--- src/core/hmsp_pkg.sv ---
/*
 * constants for the host modem serial ports: register map, field layout,
 * reset values, baud divisors and boot trace table.
 * assumes a 10 MHz system clock and a 32-bit apb master.
 */
// Overview of operation
// - three ports, each with optional rts/cts flow
// - host modem port: commands, 115200, 8n1, flow
// - debug port: debug, 921600, 8n1, flow, boot trace
// - console port: console, 115200, 8n1, no flow
// - host sends into in_data, module drives out_data
// - primary request line wakes module from low power
// - primary clear_to_send shows module ready to receive
// - deep sleep releases primary clear_to_send drive
// - debug request line also wakes the module
// - console lines never wake the module
// - each port usage mode set by software
package hmsp_pkg;
    localparam int CLK_HZ = 10_000_000;
    localparam int BAUD_CMD = 115200;
    localparam int BAUD_DBG = 921600;
    localparam int DIV_W = 16;
    // rounded cycles per bit
    localparam logic [DIV_W-1:0] DIV_CMD = DIV_W'((CLK_HZ + BAUD_CMD / 2) / BAUD_CMD);
    localparam logic [DIV_W-1:0] DIV_DBG = DIV_W'((CLK_HZ + BAUD_DBG / 2) / BAUD_DBG);
    localparam logic [3:0] FRAME_BITS = 4'h9;
    localparam logic [2:0] DATA_BITS = 3'h7;
    // register map: port n at n*0x10, power at 0x30
    localparam logic [1:0] REG_CFG = 2'h0;
    localparam logic [1:0] REG_STAT = 2'h1;
    localparam logic [1:0] REG_DATA = 2'h2;
    localparam logic [1:0] PORT_PWR = 2'h3;
    localparam int CFG_FLOW = 16;
    localparam int CFG_MODE = 17;
    localparam int ST_RXV = 0;
    localparam int ST_BUSY = 1;
    localparam int ST_OVR = 2;
    localparam int ST_FERR = 3;
    localparam int ST_RTS = 4;
    localparam int PW_LOW = 0;
    localparam int PW_DEEP = 1;
    localparam int PW_WAKE = 2;
    typedef enum logic [1:0] {HMSP_HOST_CMD, HMSP_DEBUG, HMSP_CONSOLE} hmsp_mode_t;
    localparam logic [2:0] FLOW_RST = 3'h3;
    localparam int BOOT_LEN = 6;
    // boot trace text "BOOT" cr lf
    function automatic logic [7:0] hmsp_boot_byte(input logic [2:0] i);
        case (i)
            3'h0: return 8'h42;
            3'h1: return 8'h4f;
            3'h2: return 8'h4f;
            3'h3: return 8'h54;
            3'h4: return 8'h0d;
            default: return 8'h0a;
        endcase
    endfunction
endpackage

--- src/core/hmsp_chan_if.sv ---
/*
 * carrier between the register core and one serial channel.
 * assumes both ends run on the same clock.
 */
`timescale 1ns/1ps
interface hmsp_chan_if #(parameter int DIV_W = 16);
    logic [DIV_W-1:0] div;
    logic flow_en;
    logic [7:0] tx_data;
    logic tx_start;
    logic tx_busy;
    logic [7:0] rx_data;
    logic rx_valid;
    logic rx_read;
    logic overrun;
    logic frame_err;
    logic [1:0] err_clr;
    logic rts_active;
    modport core (output div, flow_en, tx_data, tx_start, rx_read, err_clr,
        input tx_busy, rx_data, rx_valid, overrun, frame_err, rts_active);
    modport chan (input div, flow_en, tx_data, tx_start, rx_read, err_clr,
        output tx_busy, rx_data, rx_valid, overrun, frame_err, rts_active);
endinterface

--- src/core/hmsp_uart_chan.sv ---
/*
 * one serial channel: transmitter, receiver, flow lines.
 * assumes pins are asynchronous to clk; synchronised here.
 */
`timescale 1ns/1ps
module hmsp_uart_chan import hmsp_pkg::*; #(
    parameter int DIV_W = 16
) (
    input wire logic clk,
    input wire logic rst,
    input wire logic in_data,
    input wire logic req_line,
    output logic out_data,
    output logic clear_n,
    hmsp_chan_if.chan bus
);
    typedef enum {RX_IDLE, RX_START, RX_DATA, RX_STOP} hmsp_rx_t;
    logic [1:0] rx_meta, rts_meta;
    logic rx_s, rts_s;
    logic tx_pend, tx_act;
    logic [7:0] tx_hold;
    logic [9:0] tx_sh;
    logic [DIV_W-1:0] tx_cnt, rx_cnt;
    logic [3:0] tx_bits;
    logic [2:0] rx_bits;
    logic [7:0] rx_sh;
    hmsp_rx_t rx_st;
    logic rx_tick, deliver, bad_stop;

    if (DIV_W < 4) begin : g_chk
        $error("divisor width too small");
    end

    ////////////////////////////////////////////////////////////////////
    // two-flop synchronisers for the pins
    always_ff @(posedge clk) begin
        if (rst) begin
            rx_meta <= 2'h3;
            rts_meta <= 2'h3;
        end else begin
            rx_meta <= {rx_meta[0], in_data};
            rts_meta <= {rts_meta[0], req_line};
        end
    end
    assign rx_s = rx_meta[1];
    assign rts_s = rts_meta[1];
    assign bus.rts_active = ~rts_s; // active low

    ////////////////////////////////////////////////////////////////////
    // transmitter: waits for host request when flow is on
    always_ff @(posedge clk) begin
        if (rst) begin
            tx_pend <= 1'b0;
            tx_act <= 1'b0;
            tx_hold <= 8'h00;
            tx_sh <= 10'h3ff;
            tx_cnt <= '0;
            tx_bits <= 4'h0;
        end else if (!tx_act) begin
            if (bus.tx_start && !tx_pend) begin
                tx_pend <= 1'b1;
                tx_hold <= bus.tx_data;
            end else if (tx_pend && (!bus.flow_en || !rts_s)) begin
                tx_pend <= 1'b0;
                tx_act <= 1'b1;
                tx_sh <= {1'b1, tx_hold, 1'b0};
                tx_cnt <= bus.div - 1'b1;
                tx_bits <= FRAME_BITS;
            end
        end else if (tx_cnt == '0) begin
            tx_sh <= {1'b1, tx_sh[9:1]};
            tx_cnt <= bus.div - 1'b1;
            tx_act <= (tx_bits != 4'h0);
            tx_bits <= tx_bits - 1'b1;
        end else begin
            tx_cnt <= tx_cnt - 1'b1;
        end
    end
    assign out_data = tx_sh[0];
    assign bus.tx_busy = tx_pend | tx_act;

    ////////////////////////////////////////////////////////////////////
    // receiver: mid-bit sampling, lsb first
    assign rx_tick = (rx_cnt == '0);
    assign deliver = (rx_st == RX_STOP) && rx_tick && rx_s;
    assign bad_stop = (rx_st == RX_STOP) && rx_tick && !rx_s;
    always_ff @(posedge clk) begin
        if (rst) begin
            rx_st <= RX_IDLE;
            rx_cnt <= '0;
            rx_bits <= 3'h0;
            rx_sh <= 8'h00;
        end else begin
            rx_cnt <= rx_tick ? bus.div - 1'b1 : rx_cnt - 1'b1;
            case (rx_st)
                RX_IDLE: begin
                    if (!rx_s) begin
                        rx_st <= RX_START;
                        rx_cnt <= bus.div >> 1;
                    end
                end
                RX_START: begin
                    if (rx_tick) begin
                        rx_st <= rx_s ? RX_IDLE : RX_DATA;
                        rx_bits <= DATA_BITS;
                    end
                end
                RX_DATA: begin
                    if (rx_tick) begin
                        rx_sh <= {rx_s, rx_sh[7:1]};
                        rx_bits <= rx_bits - 1'b1;
                        if (rx_bits == 3'h0) begin
                            rx_st <= RX_STOP;
                        end
                    end
                end
                RX_STOP: begin
                    if (rx_tick) begin
                        rx_st <= RX_IDLE;
                    end
                end
                default: rx_st <= RX_IDLE;
            endcase
        end
    end

    ////////////////////////////////////////////////////////////////////
    // holding register and sticky errors, set beats clear
    always_ff @(posedge clk) begin
        if (rst) begin
            bus.rx_valid <= 1'b0;
            bus.rx_data <= 8'h00;
            bus.overrun <= 1'b0;
            bus.frame_err <= 1'b0;
        end else begin
            if (deliver && (!bus.rx_valid || bus.rx_read)) begin
                bus.rx_data <= rx_sh;
                bus.rx_valid <= 1'b1;
            end else if (bus.rx_read) begin
                bus.rx_valid <= 1'b0;
            end
            if (deliver && bus.rx_valid && !bus.rx_read) begin
                bus.overrun <= 1'b1;
            end else if (bus.err_clr[0]) begin
                bus.overrun <= 1'b0;
            end
            if (bad_stop) begin
                bus.frame_err <= 1'b1;
            end else if (bus.err_clr[1]) begin
                bus.frame_err <= 1'b0;
            end
        end
    end

    // clear to send low while the holding register is free
    assign clear_n = bus.flow_en & bus.rx_valid;
endmodule

--- src/core/hmsp_top.sv ---
/*
 * host modem serial ports: three channels, apb registers, wake logic
 * and boot trace on the debug port.
 * assumes a 10 MHz clk, synchronous active-high rst, zero-wait apb.
 */
`timescale 1ns/1ps
module hmsp_top import hmsp_pkg::*; #(
    parameter int ADDR_W = 8,
    parameter int BAUD_DIV_W = DIV_W
) (
    input wire logic clk,
    input wire logic rst,
    input wire logic [ADDR_W-1:0] paddr,
    input wire logic psel,
    input wire logic penable,
    input wire logic pwrite,
    input wire logic [31:0] pwdata,
    output logic [31:0] prdata,
    output logic pready,
    output logic pslverr,
    input wire logic primary_port_in_data,
    output logic primary_port_out_data,
    input wire logic primary_port_wake_request,
    output logic primary_port_clear_to_send,
    output logic primary_port_clear_to_send_oe,
    input wire logic debug_port_in_data,
    output logic debug_port_out_data,
    input wire logic debug_port_wake_request,
    output logic debug_port_clear_to_send,
    input wire logic console_port_in_data,
    output logic console_port_out_data,
    input wire logic console_port_request_line,
    output logic console_port_clear_line,
    output logic low_power
);
    logic [2:0] pin_in, pin_req, pin_out, pin_clr;
    logic [BAUD_DIV_W-1:0] div_r [3];
    logic [2:0] flow_r;
    hmsp_mode_t mode_r [3];
    logic [2:0] rxv_v, busy_v, ovr_v, ferr_v, rts_v;
    logic [7:0] rxd_v [3];
    logic [2:0] start_v, read_v;
    logic [7:0] txd_v [3];
    logic [1:0] clr_v [3];
    logic deep_sleep, wake_seen, wake_req;
    logic boot_act, boot_go;
    logic [2:0] boot_idx;
    logic wr_en, rd_en, acc_ok;
    logic [1:0] a_port, a_reg;
    logic [31:0] next_prdata;

    if (ADDR_W < 7 || BAUD_DIV_W < 8 || BAUD_DIV_W > CFG_FLOW) begin : g_chk
        $error("unsupported address or divisor width");
    end

    ////////////////////////////////////////////////////////////////////
    // pin bundling, one index per port
    assign pin_in = {console_port_in_data, debug_port_in_data, primary_port_in_data};
    assign pin_req = {console_port_request_line, debug_port_wake_request,
        primary_port_wake_request};
    assign primary_port_out_data = pin_out[0];
    assign debug_port_out_data = pin_out[1];
    assign console_port_out_data = pin_out[2];
    assign primary_port_clear_to_send = pin_clr[0];
    assign primary_port_clear_to_send_oe = ~deep_sleep;
    assign debug_port_clear_to_send = pin_clr[1];
    assign console_port_clear_line = pin_clr[2];

    ////////////////////////////////////////////////////////////////////
    // channels, one per port
    hmsp_chan_if #(.DIV_W(BAUD_DIV_W)) ch [3] ();
    for (genvar i = 0; i < 3; i++) begin : g_ch
        assign ch[i].div = div_r[i];
        assign ch[i].flow_en = flow_r[i];
        assign ch[i].tx_data = txd_v[i];
        assign ch[i].tx_start = start_v[i];
        assign ch[i].rx_read = read_v[i];
        assign ch[i].err_clr = clr_v[i];
        assign rxv_v[i] = ch[i].rx_valid;
        assign busy_v[i] = ch[i].tx_busy;
        assign ovr_v[i] = ch[i].overrun;
        assign ferr_v[i] = ch[i].frame_err;
        assign rts_v[i] = ch[i].rts_active;
        assign rxd_v[i] = ch[i].rx_data;
        hmsp_uart_chan #(.DIV_W(BAUD_DIV_W)) u_chan (
            .clk(clk),
            .rst(rst),
            .in_data(pin_in[i]),
            .req_line(pin_req[i]),
            .out_data(pin_out[i]),
            .clear_n(pin_clr[i]),
            .bus(ch[i])
        );
    end

    ////////////////////////////////////////////////////////////////////
    // address decode shared by read and write paths
    function automatic logic [3:0] dec(input logic [ADDR_W-1:0] a);
        return {a[5:4], a[3:2]};
    endfunction
    function automatic logic hit(input logic [ADDR_W-1:0] a);
        logic [3:0] d;
        d = dec(a);
        if (a[1:0] != 2'h0 || a[ADDR_W-1:6] != '0) begin
            return 1'b0;
        end
        if (d[3:2] == PORT_PWR) begin
            return d[1:0] == REG_CFG;
        end
        return d[1:0] != 2'h3;
    endfunction

    assign {a_port, a_reg} = dec(paddr);
    assign acc_ok = hit(paddr);
    assign pready = psel & penable;
    assign pslverr = psel & penable & ~acc_ok;
    assign wr_en = psel & penable & pwrite & acc_ok;
    assign rd_en = psel & penable & ~pwrite & acc_ok;

    ////////////////////////////////////////////////////////////////////
    // per-port configuration: divisor, flow, usage mode
    always_ff @(posedge clk) begin
        if (rst) begin
            div_r[0] <= BAUD_DIV_W'(DIV_CMD);
            div_r[1] <= BAUD_DIV_W'(DIV_DBG);
            div_r[2] <= BAUD_DIV_W'(DIV_CMD);
            flow_r <= FLOW_RST;
            mode_r[0] <= HMSP_HOST_CMD;
            mode_r[1] <= HMSP_DEBUG;
            mode_r[2] <= HMSP_CONSOLE;
        end else if (wr_en && a_port != PORT_PWR && a_reg == REG_CFG) begin
            div_r[a_port] <= pwdata[BAUD_DIV_W-1:0];
            flow_r[a_port] <= pwdata[CFG_FLOW];
            mode_r[a_port] <= hmsp_mode_t'(pwdata[CFG_MODE+:2]);
        end
    end

    ////////////////////////////////////////////////////////////////////
    // transmit, receive-pop and error-clear strobes
    always_comb begin
        start_v = 3'h0;
        read_v = 3'h0;
        for (int i = 0; i < 3; i++) begin
            txd_v[i] = pwdata[7:0];
            clr_v[i] = 2'h0;
            if (a_port == 2'(i)) begin
                start_v[i] = wr_en && a_reg == REG_DATA;
                read_v[i] = rd_en && a_reg == REG_DATA;
                if (wr_en && a_reg == REG_STAT) begin
                    clr_v[i] = {pwdata[ST_FERR], pwdata[ST_OVR]};
                end
            end
        end
        if (boot_act) begin
            start_v[1] = boot_go;
            txd_v[1] = hmsp_boot_byte(boot_idx);
        end
    end

    ////////////////////////////////////////////////////////////////////
    // boot trace sequencer on the debug port
    assign boot_go = boot_act && !busy_v[1] && mode_r[1] == HMSP_DEBUG;
    always_ff @(posedge clk) begin
        if (rst) begin
            boot_act <= 1'b1;
            boot_idx <= 3'h0;
        end else if (boot_act && mode_r[1] != HMSP_DEBUG) begin
            boot_act <= 1'b0;
        end else if (boot_go) begin
            boot_idx <= boot_idx + 1'b1;
            boot_act <= (boot_idx != 3'(BOOT_LEN - 1));
        end
    end

    ////////////////////////////////////////////////////////////////////
    // low power state and wake from host request lines
    assign wake_req = rts_v[0] | rts_v[1];
    always_ff @(posedge clk) begin
        if (rst) begin
            low_power <= 1'b0;
            deep_sleep <= 1'b0;
            wake_seen <= 1'b0;
        end else begin
            if (low_power && wake_req) begin
                low_power <= 1'b0;
                deep_sleep <= 1'b0;
            end else if (wr_en && a_port == PORT_PWR) begin
                low_power <= pwdata[PW_LOW] | pwdata[PW_DEEP];
                deep_sleep <= pwdata[PW_DEEP];
            end
            if (low_power && wake_req) begin
                wake_seen <= 1'b1;
            end else if (wr_en && a_port == PORT_PWR && pwdata[PW_WAKE]) begin
                wake_seen <= 1'b0;
            end
        end
    end

    ////////////////////////////////////////////////////////////////////
    // read data captured in the setup cycle
    always_comb begin
        next_prdata = 32'h0000_0000;
        if (a_port == PORT_PWR) begin
            next_prdata[PW_LOW] = low_power;
            next_prdata[PW_DEEP] = deep_sleep;
            next_prdata[PW_WAKE] = wake_seen;
        end else begin
            case (a_reg)
                REG_CFG: begin
                    next_prdata[BAUD_DIV_W-1:0] = div_r[a_port];
                    next_prdata[CFG_FLOW] = flow_r[a_port];
                    next_prdata[CFG_MODE+:2] = mode_r[a_port];
                end
                REG_STAT: begin
                    next_prdata[ST_RXV] = rxv_v[a_port];
                    next_prdata[ST_BUSY] = busy_v[a_port] | (a_port == 2'h1 && boot_act);
                    next_prdata[ST_OVR] = ovr_v[a_port];
                    next_prdata[ST_FERR] = ferr_v[a_port];
                    next_prdata[ST_RTS] = rts_v[a_port];
                end
                REG_DATA: next_prdata[7:0] = rxd_v[a_port];
                default: next_prdata = 32'h0000_0000;
            endcase
        end
        if (!hit(paddr)) begin
            next_prdata = 32'h0000_0000;
        end
    end

    always_ff @(posedge clk) begin
        if (rst) begin
            prdata <= 32'h0000_0000;
        end else if (psel && !penable) begin
            prdata <= next_prdata;
        end
    end
endmodule

--- config.mk ---
export PLATFORM = sky130hd
export DESIGN_NAME = hmsp_top
export DESIGN_NICKNAME = d
export VERILOG_FILES = /design/src/core/hmsp_pkg.sv /design/src/core/hmsp_chan_if.sv /design/src/core/hmsp_uart_chan.sv /design/src/core/hmsp_top.sv
export SDC_FILE = /design/constraint.sdc
export NUM_CORES = 1
export LEC_CHECK = 0
export ABC_CLOCK_PERIOD_IN_PS = 8300
export BUFFER_PORTS_ARGS = -buffer_cell sky130_fd_sc_hd__buf_2
export CAP_MARGIN = 20
export CORE_ASPECT_RATIO = 1.25
export CORE_UTILIZATION = 30
export DETAILED_ROUTE_END_ITERATION = 7
export PLACE_DENSITY = 0.51
export SLEW_MARGIN = 20
export SYNTH_ARGS = -nofsm -noshare
export SYNTH_HDL_FRONTEND = slang
export SYNTH_SLANG_ARGS = --single-unit
--- constraint.sdc ---
create_clock -name clk -period 8.3 [get_ports clk]
set_clock_uncertainty 0.05 [all_clocks]
set_input_delay 2.49 -clock clk [delete_from_list [all_inputs] [get_ports clk]]
set_output_delay 2.49 -clock clk [all_outputs]
set_load 0.1 [all_outputs]
# --- Yosys cells after proc, flatten, opt, wreduce, memory -nomap -nowiden ---
# Memories as Yosys holds them, arrays and structs flattened.
# Cells that the tools add are included.
totals:
  memories: 2
  ff_bits: 384
  input_bits: 51
  out_inout_bits: 42
  ramBits: 54
  word_cells: 450
mem_list:
  columns: ["name", "words", "word_bits", "read_ports", "rd_ports_with_merged_regs", "write_ports", "line", "rtl"]
  rows:
  - ["div_r", 3, 16, 4, 0, 3, "hmsp_top.sv:37", "logic [BAUD_DIV_W-1:0] div_r [3];"]
  - ["mode_r", 3, 2, 2, 0, 3, "hmsp_top.sv:39", "hmsp_mode_t mode_r [3];"]
classes:
  bitwise_logic: 26
  muxes: 170
  add_sub_neg: 16
  order_cmp: 3
  n_eq_ne: 47
  n_reduce_logical: 131
ops:
  columns: ["cell", "n"]
  rows:
  - ["32-bit 2-to-1 mux", 16]
  - ["32-bit one-hot mux with 4 select lines", 3]
  - ["16-bit 2-to-1 mux", 23]
  - ["32-bit by 2-bit == test with 1-bit output, second input constant", 6]
  - ["16-bit by 1-bit subtractor with 16-bit output, second input constant", 9]
  - ["10-bit 2-to-1 mux", 12]
  - ["32-bit by 1-bit == test with 1-bit output, second input constant", 3]
  - ["32-bit by 3-bit == test with 1-bit output, second input constant", 3]
  - ["16-bit logical NOT", 6]
  - ["32-bit logical NOT", 3]
  - ["1-bit 2-to-1 mux", 68]
  - ["4-bit 2-to-1 mux", 12]
  - ["2-bit nonzero test", 22]
  - ["1-bit logical AND", 38]
  - ["2-bit by 1-bit != test with 1-bit output, second input constant", 16]
  - ["7-bit one-hot mux with 4 select lines", 1]
  - ["2-bit AND reduction", 13]
  - ["8-bit 2-to-1 mux", 3]
  - ["3-bit one-hot mux with 2 select lines", 4]
  - ["3-bit 2-to-1 mux", 7]
  - ["1-bit logical NOT", 20]
  - ["2-bit 2-to-1 mux", 10]
  - ["3-bit AND reduction", 6]
  - ["8-bit binary-select mux with 2-bit select", 1]
  - ["other kinds (29)", 88]

# --- Longest topological paths before layout ---
# Gate-level depths: netlist of run 1.
logic_depth:
  word_depth: 14
  mapped_depth: 9
  mapped_depth_nobuf: 7

# --- By module ---
# A second synthesis of run 1 with hierarchy kept.
unflattened:
  hier_cells: 1991
  hier_area_um2: 17715.7
modules_own_cells:
  columns: ["mod", "seq_area_each_um2", "area_each_um2", "cells_each", "instances"]
  rows:
  - ["hmsp_top", 2352.3, 4648.2, 439, 1]
  - ["hmsp_uart_chan (g_ch[2].u_chan)", 1661.6, 4461.8, 525, 1]
  - ["hmsp_uart_chan (g_ch[1].u_chan)", 1661.6, 4337.9, 514, 1]
  - ["hmsp_uart_chan (g_ch[0].u_chan)", 1661.6, 4267.8, 513, 1]

# --- Worst setup path before layout of run 1 ---
# OpenSTA, ideal clock, no wires.
synth_timing:
  path_kind: "input-to-output"
  from: "in paddr[4]"
  to: "out pslverr"
  path_slack_ns: 1.197
  n_path_buf: 1
  path_stages: 5
  t_arrival_ns: 4.563
  t_required_ns: 5.760
  path_cell_list: "clkbuf_1 -> and2_1 -> maj3_1 -> nor2_1 -> nor2_1"
synth_via:
  elab_chain_cells: 7
  elab_cells_between_ends: 8
  classes_between: "1 x eq/ne; 5 x mux; 2 x bitwise"
synth_rtl:
  columns: ["item", "line", "rtl"]
  rows:
  - ["start: declaration", "hmsp_top.sv:13", "input wire logic [ADDR_W-1:0] paddr,"]
  - ["2-bit == test *", "hmsp_top.sv:107", "if (d[3:2] == PORT_PWR) begin"]
  - ["1-bit 2-to-1 mux (2 in series)", "hmsp_top.sv:107", null]
  - ["1-bit 2-to-1 mux *", "hmsp_top.sv:110", "return d[1:0] != 2'h3;"]
  - ["1-bit 2-to-1 mux *", "hmsp_top.sv:107", null]
  - ["1-bit inverter *", "hmsp_top.sv:116", "assign pslverr = psel & penable & ~acc_ok;"]
  - ["1-bit AND *", "hmsp_top.sv:116", null]
  - ["end: declaration", "hmsp_top.sv:20", "output logic pslverr,"]
# Mark *: on every way between the ends. The rest lies on a longest branch, timed or not. The select of a mux whose other input is x is not followed.

# --- Worst setup path in the final report of run 1 ---
layout_timing:
  from: "in paddr[1]"
  to: "out pslverr"
layout_via:
  elab_chain_cells: 6
layout_rtl:
  columns: ["item", "line", "rtl"]
  rows:
  - ["2-bit nonzero test", "hmsp_top.sv:104", "if (a[1:0] != 2'h0 || a[ADDR_W-1:6] != '0) begin"]
  - ["1-bit logical OR", "hmsp_top.sv:104", null]
  - ["1-bit 2-to-1 mux", "hmsp_top.sv:104", null]
  - ["1-bit 2-to-1 mux", "hmsp_top.sv:107", null]
  - ["1-bit inverter", "hmsp_top.sv:116", null]
  - ["1-bit AND", "hmsp_top.sv:116", null]
# No other way between the ends.

==> results of run 1 <==
==> stage by stage <==
| stage | hold slack, ns | utilization |
|---|---|---|
| 6_report | 0.361 | 0.342 |
| 5_1_grt | 0.379 | 0.342 |
| 4_1_cts | 0.365 | 0.342 |
| 3_5_place_dp | 0.348 | 0.319 |
| 3_3_place_gp | 0.346 | 0.319 |
| 2_1_floorplan | 0.339 | - |
==> worst max-delay path, stage by stage <==
cell	delay, ns
buf_2	0.10
or4_1	0.73
nor2_1	0.30
nor2_1	0.10
buf_2	0.31
==> cell families after synthesis <==
logic type	share of synthesized area
and+or+nand+nor	0.229
AOI/OAI and AO/OA	0.177
DFF	0.422
buffers and inverters	0.0471
muxes	0.0682
xor gates and xnor gates	0.0344
adders and majority gates	0.0215
other	0.000217
==> Yosys cell counts, drive strengths merged (36+ instances only) <==
cell type,count
nand2,141
dfxtp,278
and2,62
nor3,60
mux2i,100
edfxtp,58
inv,54
a21oi,100
or3,53
nor2,196
a31oi,36
clkbuf,121
nor4,36
xnor2,42
nand3,92
o21ai,103
==> power by group through the flow <==
stage / Clock (uW) / Sequential [uW] / Combinational, uW
6_report: 1780 / 1910 / 988
5_1_grt: 1890 / 1920 / 1110
4_1_cts: 1820 / 1900 / 987
3_5_place_dp: 0 / 1940 / 982
3_3_place_gp: 0 / 1940 / 967
2_1_floorplan: 0 / 1890 / 767
==> worst min-delay path by stage <==
stage | from | slack, ns | end
after global placement | g_ch[0].u_chan.rx_meta[0] | 0.35 | g_ch[0].u_chan.rx_meta[1]
after floorplan | g_ch[0].u_chan.rts_meta[0] | 0.34 | g_ch[0].u_chan.rts_meta[1]
after global routing | g_ch[0].u_chan.rx_meta[0] | 0.38 | g_ch[0].u_chan.rx_meta[1]
after detailed placement | g_ch[0].u_chan.rx_meta[0] | 0.35 | g_ch[0].u_chan.rx_meta[1]
final | g_ch[0].u_chan.rx_meta[0] | 0.36 | g_ch[0].u_chan.rx_meta[1]
after CTS | g_ch[0].u_chan.rx_meta[0] | 0.37 | g_ch[0].u_chan.rx_meta[1]
==> sequential cells by signal (all words and copies together) (netlist names), 6 cells and up <==
signal	count
prdata	19
g_ch.u_chan.rx_bits	9
mode_r	6
g_ch.u_chan.tx_bits	12
g_ch.u_chan.rts_meta	6
g_ch.u_chan.tx_sh	27
g_ch.u_chan.bus.rx_data	24
g_ch.u_chan.rx_sh	24
g_ch.u_chan.tx_hold	24
g_ch.u_chan.rx_meta	6
g_ch.u_chan.tx_cnt	48
g_ch.u_chan.rx_cnt	48
div_r	52
g_ch.u_chan.rx_st	6
==> area by class of cell <==
cell class | count | area, sq um | area share
multi-input cells | 1459 | 9260 | 0.474
flip-flops and latches | 336 | 7310 | 0.374
clock buffers | 54 | 1100 | 0.0561
well taps | 750 | 938 | 0.0480
repair buffers | 91 | 524 | 0.0268
clock inverters | 14 | 206 | 0.0106
inverters | 54 | 203 | 0.0104
diodes | 3 | 7.51 | 0.000384
==> routing by layer <==
metal / global-route usage / up-vias / routed length (microns)
met4: 0.0797 / 6 / 1980
met3: 0.0210 / 81 / 2330
li1: - / 7263 / -
met2: 0.313 / 409 / 26900
met5: 0 / - / 34
met1: 0.236 / 7314 / 23600
==> results by group, run 1 <==
Global routing
  • Initial antenna violation count: 6
  • Largest net degree at the start of global routing: 91
  • Gr ovfl total: 0
  • Vias in the first global route: 14500
  • GRT Util Overall: 0.185
  • First-pass GRT wire length: 85800 microns

Power
  • P_int: 3230 uW
  • Seq pwr share: 0.408
  • PwrDens: 239 nW/um^2
  • Clock power share: 0.381
  • Comb power frac: 0.211
  • Switching part of the total: 0.309
  • Leakage power: 0.00723 uW
  • Pwr Total: 4680 uW
  • NetSw: 1440 uW
  • Peak VDD IR: 164 uV

Critical path
  • RR Endpoint: g_ch[1].u_chan.rx_sh[1]
  • RR Startpoint: g_ch[1].u_chan.rx_cnt[6]
  • Crit path capture: pslverr
  • Reg2Reg Depth: 6
  • Critical path required time: 5.76 ns
  • Arrival time at the worst endpoint: 4.02 ns
  • Worst reg-to-reg setup slack: 4.93 ns
  • Crit path kind: input pin to primary output
  • CP Max Fanout: 6
  • CP Capture Type: primary output
  • CP startpoint: paddr[1]
  • Crit path launch type: input pin

Detailed routing
  • Initial DRT Pass Iterations: 5
  • WL final: 54700 microns
  • Initial detailed-routing violation count: 1278
  • DRC: 0
  • Antenna Nets Post-Route: 0
  • Drt wl/cell: 19.8 microns
  • Avg Vias per Cell: 5.46
  • Via Count: 15100

Clock network
  • Post-CTS Hold Fix Bufs: 0
  • Worst skew pair latency: 0.54 ns
  • CTS Buffer Depth: 3
  • Max H-tree Level: 2
  • CTS root buffer: clkbuf_16
  • Clock-pin slew on the worst setup and hold paths: 0.06 ns
  • Setup bufs post-CTS: 0
  • CTS Sinks: 336
  • CTS tree: yes
  • Post-CTS sizing: 0
  • CTS Buf Count: 37

STA
  • Post-Route Setup TNS: 0 ns
  • Max_slew headroom: 0.269
  • RSZ-0062 raised after global routing: no
  • Period minus WS final: 6.56 ns
  • Post-route clock period utilization: 0.791
  • Max Clk Rate: 152 MHz
  • Final slew viol count: 0
  • Final setup viols: 0
  • Hold Violations, Final: 0
  • Worst Max-Slew Pin Slew: 1.09 ns
  • Final worst slack: 1.74 ns

Floorplan
  • Die area: 58700 sq um
  • Die width: 217 microns
  • Cell Rows: 98
  • Die height: 271 microns
  • Starting density of the core: 0.303
  • Core area: 57100 sq um
  • # IOs: 93

Job
  • Max-Cap Viols: 0

Synth
  • Post-synth top area share: 0.322
  • Netlist cell types: 80
  • Post-synth ARST share: 0
  • Post-synth EDFFs: 58
  • Ranking of synthesized cells by area: dfxtp_1 (32%), edfxtp_1 (10%), mux2i_1 (5.8%)
  • Syn Std Cell Area: 17300 sq um
  • Total number of yosys warnings: 0
  • Synth area leader: dfxtp_1
  • Predominant post-synthesis flop cell: dfxtp_1
  • Yosys reg bits: 336
  • Mapped Cells: 1980
  • Seq/Total Area, Yosys: 0.422
  • Syn_area_per_cell: 8.74 sq um

Finish
  • Area growth syn-to-layout: 12.9%
  • Final Instance Area: 19500 sq um
  • Final nets: 2059
  • Most frequent cells in the layout: dfxtp_1 (278), nor2_1 (195), nand2_1 (141)
  • Fillers: 5984
  • Share of cells above drive strength 1: 0.104
  • Commonest non-fill, non-tap cell in the layout: dfxtp_1
  • Fin cells: 2761

Placement
  • PortBufs: 66
  • Pre-CTS WS: 1.81 ns
  • Gpl congestion: 0.884
  • Placed cell areas: 18200 sq um
  • Placed cell count: 2690
  • Post-detail-place hpwl: 39100 microns

Status
  • Outcome: finished, final reports clean

Hold path
  • Hold Path Depth: 1
  • Hold Path Class: register to register
No activity file was read; power rests on OpenSTA's default activity.
==> inputs of run 2 (changes only) <==
--- a/config.mk
+++ b/config.mk
@@ -5,7 +5,7 @@
 export SDC_FILE = /design/constraint.sdc
 export NUM_CORES = 1
 export LEC_CHECK = 0
-export ABC_CLOCK_PERIOD_IN_PS = 8300
+export ABC_CLOCK_PERIOD_IN_PS = 6500
 export BUFFER_PORTS_ARGS = -buffer_cell sky130_fd_sc_hd__buf_2
 export CAP_MARGIN = 20
 export CORE_ASPECT_RATIO = 1.25
==> constraint.sdc (replaced) <==
create_clock -name clk -period 6.5 [get_ports clk]
set_clock_uncertainty 0.05 [all_clocks]
set_input_delay 1.95 -clock clk [delete_from_list [all_inputs] [get_ports clk]]
set_output_delay 1.95 -clock clk [all_outputs]
set_load 0.1 [all_outputs]
==> results by group, run 2 (synthesis results as in run 1) <==
Clock network
  • Post-CTS Hold Fix Bufs: 0 (unchanged)
  • Clock-pin slew on the worst setup and hold paths: 0.06 ns (about the same)
  • CTS tree: yes
  • Max H-tree Level: 2 (unchanged)
  • CTS Buffer Depth: 3 (unchanged)
  • CTS Buf Count: 37 (unchanged)
  • Worst skew pair latency: 0.55 ns (about the same)
  • Post-CTS sizing: 0 (unchanged)
  • CTS Sinks: 336 (unchanged)
  • Setup bufs post-CTS: 0 (unchanged)
  • CTS root buffer: clkbuf_16

Finish
  • Most frequent cells in the layout: dfxtp_1 (278), nor2_1 (195), nand2_1 (141)
  • Share of cells above drive strength 1: 0.104 (+0.000840)
  • Final Instance Area: 19500 sq um (-0.48%)
  • Area growth syn-to-layout: 12.4%
  • Max reg flops: 52 (unchanged)
  • Commonest non-fill, non-tap cell in the layout: dfxtp_1
  • Final nets: 2062 (+0.15%)
  • Top reg by flops: div_r
  • Fin util: 0.340 (-0.00164)
  • Largest registers: div_r x52, g_ch.u_chan.rx_cnt x48, g_ch.u_chan.tx_cnt x48

STA
  • Max_slew headroom: 0.266 (-0.00244)
  • RSZ-0062 raised after global routing: no
  • Final setup viols: 0 (unchanged)
  • Hold Violations, Final: 0 (unchanged)
  • Worst Max-Slew Pin Slew: 1.10 ns (+0.0137 ns)
  • Max Clk Rate: 184 MHz
  • Final worst slack: 1.07 ns (-0.668 ns)
  • Post-route clock period utilization: 0.836
  • Final slew viol count: 0 (unchanged)
  • Post-Route Setup TNS: 0 ns (unchanged)
  • Period minus WS final: 5.43 ns

Global routing
  • Gr ovfl total: 0 (unchanged)
  • Initial antenna violation count: 2 (-4)
  • Met1 usage: 0.232 (-0.00410)
  • GRT Util Overall: 0.183 (-0.00242)
  • Global route hottest layer: met2
  • Global routing usage on met2: 0.318 (+0.00472)
  • Met3 Use GR: 0.0193 (-0.00169)
  • Vias in the first global route: 14300 (-1.0%)
  • Largest net degree at the start of global routing: 79 (-13%)
  • First-pass GRT wire length: 84500 microns (-1.5%)

Detailed routing
  • Initial DRT Pass Iterations: 5 (unchanged)
  • DRC: 0 (unchanged)
  • Drt wl/cell: 19.8 microns (-0.18%)
  • Antenna Nets Post-Route: 0 (unchanged)
  • Initial detailed-routing violation count: 1017 (-20%)
  • Avg Vias per Cell: 5.44 (-0.40%)
  • Via Count: 15000 (-0.33%)
  • WL final: 54700 microns (-0.11%)

Placement
  • Post-detail-place hpwl: 39300 microns (+0.48%)
  • PortBufs: 66 (unchanged)
  • Gpl congestion: 0.868 (-1.8%)
  • Pre-CTS WS: 1.09 ns (-0.721 ns)
  • Placed cell areas: 18200 sq um (about the same)

Floorplan
  • Cell Rows: 98 (unchanged)
  • # IOs: 93 (unchanged)
  • Core area: 57100 sq um (unchanged)
  • Starting density of the core: 0.303 (unchanged)
  • Die width: 217 microns (unchanged)
  • Die area: 58700 sq um (unchanged)
  • Die height: 271 microns (unchanged)

Critical path
  • Crit path capture: pslverr
  • Arrival time at the worst endpoint: 3.43 ns (-0.59 ns)
  • CP startpoint: paddr[1]
  • Crit-path slowest cell: or4_1
  • Critical path required time: 4.50 ns (-1.26 ns)
  • WP buf/inv: 2 (unchanged)
  • CP Capture Type: primary output
  • Top delay family on crit path: simple AND/OR/NAND/NOR gates
  • CP Max Fanout: 6 (unchanged)
  • Worst path depth: 5 (unchanged)
  • Reg2Reg Depth: 6 (unchanged)
  • Crit path launch type: input pin
  • Worst-path cell chain: buf_2 > or4_1 > nor2_1 > nor2_1 > buf_2
  • Worst reg-to-reg setup slack: 3.21 ns (-1.72 ns)
  • Crit path largest cell delay: 0.71 ns (-0.02 ns)
  • Crit path kind: input pin to primary output
  • RR Startpoint: g_ch[1].u_chan.rx_cnt[6]
  • RR Endpoint: g_ch[1].u_chan.rx_sh[3]

Status
  • Outcome: finished, final reports clean

Power
  • Leakage power: 0.00719 uW (-0.58%)
  • Peak VDD IR: 226 uV (+38%)
  • PwrDens: 298 nW/um^2 (+25%)

Job
  • Max-Cap Viols: 0 (unchanged)

Hold path
  • Hold Path Class: register to register
-- run 2: changes by cell type in the layout (fill, tap and decap cells not counted), sizes merged --
cell	change
clkbuf	-6
buf	+3
diode	-1
clkinvlp	+1
bufinv	-4
clkinv	+9
-- run 2: worst reg2reg max path, delay by kind of cell (launching register included) --
family	cells	cell delay, ns
and+or+nand+nor	4	2.23
buffers and inverters	1	0.43
DFF	1	0.34
AOI/OAI and AO/OA	1	0.16
-- run 2: worst min-delay path by stage --
stage	endpoint	cells after the start	slack (ns)	startpoint
after CTS	g_ch[1].u_chan.rx_meta[1]	1	0.37	g_ch[1].u_chan.rx_meta[0]
final	g_ch[1].u_chan.rx_meta[1]	1	0.37	g_ch[1].u_chan.rx_meta[0]
after global routing	g_ch[0].u_chan.rx_meta[1]	1	0.39	g_ch[0].u_chan.rx_meta[0]
after global placement	g_ch[0].u_chan.rx_meta[1]	1	0.34	g_ch[0].u_chan.rx_meta[0]
after floorplan	g_ch[0].u_chan.rts_meta[1]	1	0.34	g_ch[0].u_chan.rts_meta[0]
after detailed placement	g_ch[1].u_chan.rx_meta[1]	1	0.35	g_ch[1].u_chan.rx_meta[0]
-- run 2: report_power, final --
part	total (uW)	switching [uW]	leakage, uW	internal (uW)
clock network	2100	911	0.000591	1190
logic	1270	781	0.00378	484
registers	2430	167	0.00282	2270
total	5800	1860	0.00719	3940
-- run 2: layer usage --
| layer | wire, microns | vias up | share of wire |
|---|---|---|---|
| li1 | - | 7253 | - |
| met1 | 23700 | 7248 | 0.43 |
| met2 | 27000 | 431 | 0.49 |
| met3 | 2360 | 90 | 0.043 |
| met4 | 1630 | 2 | 0.030 |
| met5 | 8 | - | 0.00015 |
-- run 2: per-stage QoR --
| step | hold WS, ns | total power [uW] | instances |
|---|---|---|---|
| after floorplan | 0.339 | 3400 | 1996 |
| after CTS | 0.369 | 5840 | 2760 |
| after global placement | 0.343 | 3710 | 2692 |
| after global routing | 0.391 | 6070 | 2762 |
| after detailed placement | 0.351 | 3730 | 2692 |
| final | 0.366 | 5800 | 2763 |
-- run 2: layout make-up --
class / count / area [sq um]
Clock inverter: 20 / 143
Tap cell: 750 / 938
Multi-Input combinational cell: 1459 / 9260
Sequential cell: 336 / 7310
Antenna cell: 2 / 5.00
Clock buffer: 48 / 1050
Fill cell: 5971 / 37700
Inverter: 54 / 203
Timing Repair Buffer: 94 / 544
==> inputs of run 3 (changes only) <==
--- a/config.mk
+++ b/config.mk
@@ -5,7 +5,7 @@
 export SDC_FILE = /design/constraint.sdc
 export NUM_CORES = 1
 export LEC_CHECK = 0
-export ABC_CLOCK_PERIOD_IN_PS = 6500
+export ABC_CLOCK_PERIOD_IN_PS = 5700
 export BUFFER_PORTS_ARGS = -buffer_cell sky130_fd_sc_hd__buf_2
 export CAP_MARGIN = 20
 export CORE_ASPECT_RATIO = 1.25
==> constraint.sdc (replaced) <==
create_clock -name clk -period 5.7 [get_ports clk]
set_clock_uncertainty 0.05 [all_clocks]
set_input_delay 1.71 -clock clk [delete_from_list [all_inputs] [get_ports clk]]
set_output_delay 1.71 -clock clk [all_outputs]
set_load 0.1 [all_outputs]
==> results by group, run 3 (synthesis results as in run 1) <==
Detailed routing
  • Initial DRT Pass Iterations: 5 (unchanged)
  • Drt wl/cell: 19.8 microns (+0.11%)
  • DRC: 0 (unchanged)
  • Antenna Nets Post-Route: 0 (unchanged)
  • Initial detailed-routing violation count: 1125 (+11%)
  • Avg Vias per Cell: 5.46 (+0.49%)
  • Via Count: 15100 (+0.38%)
  • WL final: 54700 microns (about the same)

Critical path
  • CP Max Fanout: 6 (unchanged)
  • Worst path most repeated cell: nor2_1
  • Crit path kind: input pin to primary output
  • WP buf/inv: 2 (unchanged)
  • Critical path required time: 3.94 ns (-0.56 ns)
  • Crit-path slowest cell: or4_1
  • CP Capture Type: primary output
  • RR Startpoint: g_ch[1].u_chan.rx_cnt[6]
  • RR Endpoint: g_ch[1].u_chan.rx_sh[6]
  • Top delay family on crit path: simple AND/OR/NAND/NOR gates
  • Arrival time at the worst endpoint: 3.09 ns (-0.34 ns)
  • Reg2Reg Depth: 6 (unchanged)
  • Crit path launch type: input pin
  • Crit path capture: pslverr
  • Worst path depth: 5 (unchanged)
  • Worst reg-to-reg setup slack: 2.48 ns (-0.73 ns)
  • Crit path largest cell delay: 0.71 ns (about the same)
  • Worst-path cell chain: buf_2 > or4_1 > nor2_1 > nor2_1 > buf_12
  • CP startpoint: paddr[1]

Clock network
  • CTS root buffer: clkbuf_16
  • CTS Buf Count: 37 (unchanged)
  • Max H-tree Level: 2 (unchanged)
  • Setup bufs post-CTS: 0 (unchanged)
  • Post-CTS sizing: 0 (unchanged)
  • Post-CTS Hold Fix Bufs: 0 (unchanged)
  • Worst skew pair latency: 0.55 ns (about the same)
  • CTS Buffer Depth: 3 (unchanged)
  • Clock-pin slew on the worst setup and hold paths: 0.06 ns (about the same)
  • CTS Sinks: 336 (unchanged)
  • CTS tree: yes

STA
  • RSZ-0062 raised after global routing: no
  • Hold Violations, Final: 0 (unchanged)
  • Period minus WS final: 4.85 ns
  • Max Clk Rate: 206 MHz
  • Post-route clock period utilization: 0.851
  • Final slew viol count: 0 (unchanged)
  • Max_slew headroom: 0.265 (-0.00149)
  • WHS: 0.359 ns (-0.00667 ns)
  • Post-Route Setup TNS: 0 ns (unchanged)
  • Final setup viols: 0 (unchanged)
  • Worst Max-Slew Pin Slew: 1.10 ns (+0.00224 ns)

Finish
  • Commonest non-fill, non-tap cell in the layout: dfxtp_1
  • Area growth syn-to-layout: 12.9%
  • Final nets: 2061 (-0.048%)
  • Multi-input logic area: 9260 sq um (unchanged)
  • Max reg flops: 52 (unchanged)
  • Top reg by flops: div_r
  • Most frequent cells in the layout: dfxtp_1 (278), nor2_1 (195), nand2_1 (141)
  • Fillers: 6018 (+0.79%)
  • Fin cells: 2760 (-0.11%)
  • Largest registers: div_r x52, g_ch.u_chan.rx_cnt x48, g_ch.u_chan.tx_cnt x48
  • Fin util: 0.342 (+0.00153)
  • Register area: 7310 sq um (unchanged)
  • Share of cells above drive strength 1: 0.105 (+0.000602)

Placement
  • Gpl congestion: 0.877 (+1.0%)
  • Post-detail-place hpwl: 39100 microns (-0.52%)
  • PortBufs: 66 (unchanged)
  • Placed cell count: 2692 (unchanged)

Floorplan
  • Die height: 271 microns (unchanged)
  • Cell Rows: 98 (unchanged)
  • Die area: 58700 sq um (unchanged)
  • # IOs: 93 (unchanged)
  • Core area: 57100 sq um (unchanged)
  • Die width: 217 microns (unchanged)
  • Starting density of the core: 0.303 (unchanged)

Global routing
  • Largest net degree at the start of global routing: 73 (-7.6%)
  • GRT Util Overall: 0.183 (+0.000485)
  • First-pass GRT wire length: 85000 microns (+0.64%)
  • Vias in the first global route: 14500 (+1.1%)
  • Gr ovfl total: 0 (unchanged)
  • Initial antenna violation count: 3 (+1)

Power
  • Leakage power: 0.00723 uW (+0.58%)
  • PwrDens: 345 nW/um^2 (+16%)
  • Peak VDD IR: 223 uV (-1.0%)

Hold path
  • Hold Path Class: register to register
  • Hold Path Depth: 1 (unchanged)

Status
  • Outcome: finished, final reports clean

Job
  • Max-Cap Viols: 0 (unchanged)
run 3: routing by layer:
metal  vias up  global-route usage  part of all wire
met5         -                   0           0.00049
met4         4              0.0619             0.030
met3        87              0.0216             0.041
met2       421               0.321              0.49
met1      7316               0.230              0.43
li1       7253                   -                 -
run 3: how the worst min path moves through the flow:
stage                     slack, ns                    endpoint                        from
final                          0.36   g_ch[0].u_chan.rx_meta[1]   g_ch[0].u_chan.rx_meta[0]
after global routing           0.38   g_ch[0].u_chan.rx_meta[1]   g_ch[0].u_chan.rx_meta[0]
after CTS                      0.36   g_ch[0].u_chan.rx_meta[1]   g_ch[0].u_chan.rx_meta[0]
after detailed placement       0.35   g_ch[1].u_chan.rx_meta[1]   g_ch[1].u_chan.rx_meta[0]
after global placement         0.35   g_ch[0].u_chan.rx_meta[1]   g_ch[0].u_chan.rx_meta[0]
after floorplan                0.34  g_ch[0].u_chan.rts_meta[1]  g_ch[0].u_chan.rts_meta[0]
run 3: metrics by stage:
stage	instance area (sq um)	power [uW]	worst slack, ns
6_report	19500	6740	0.847
5_1_grt	19500	7070	0.821
4_1_cts	19500	6790	0.849
3_5_place_dp	18300	4260	0.859
3_3_place_gp	18300	4230	0.804
2_1_floorplan	17400	3870	0.157
run 3: final cells by class:
class | count | share of cell area
timing repair buffer | 93 | 0.0290
tap | 750 | 0.0480
multi-input combinational | 1459 | 0.474
clock inverter | 15 | 0.00711
sequential | 336 | 0.374
antenna | 1 | 0.000128
clock buffer | 52 | 0.0574
inverter | 54 | 0.0104
run 3: where the power goes:
part           switching, uW  internal, uW
clock network           1040          1470
registers                190          2590
logic                    897           554
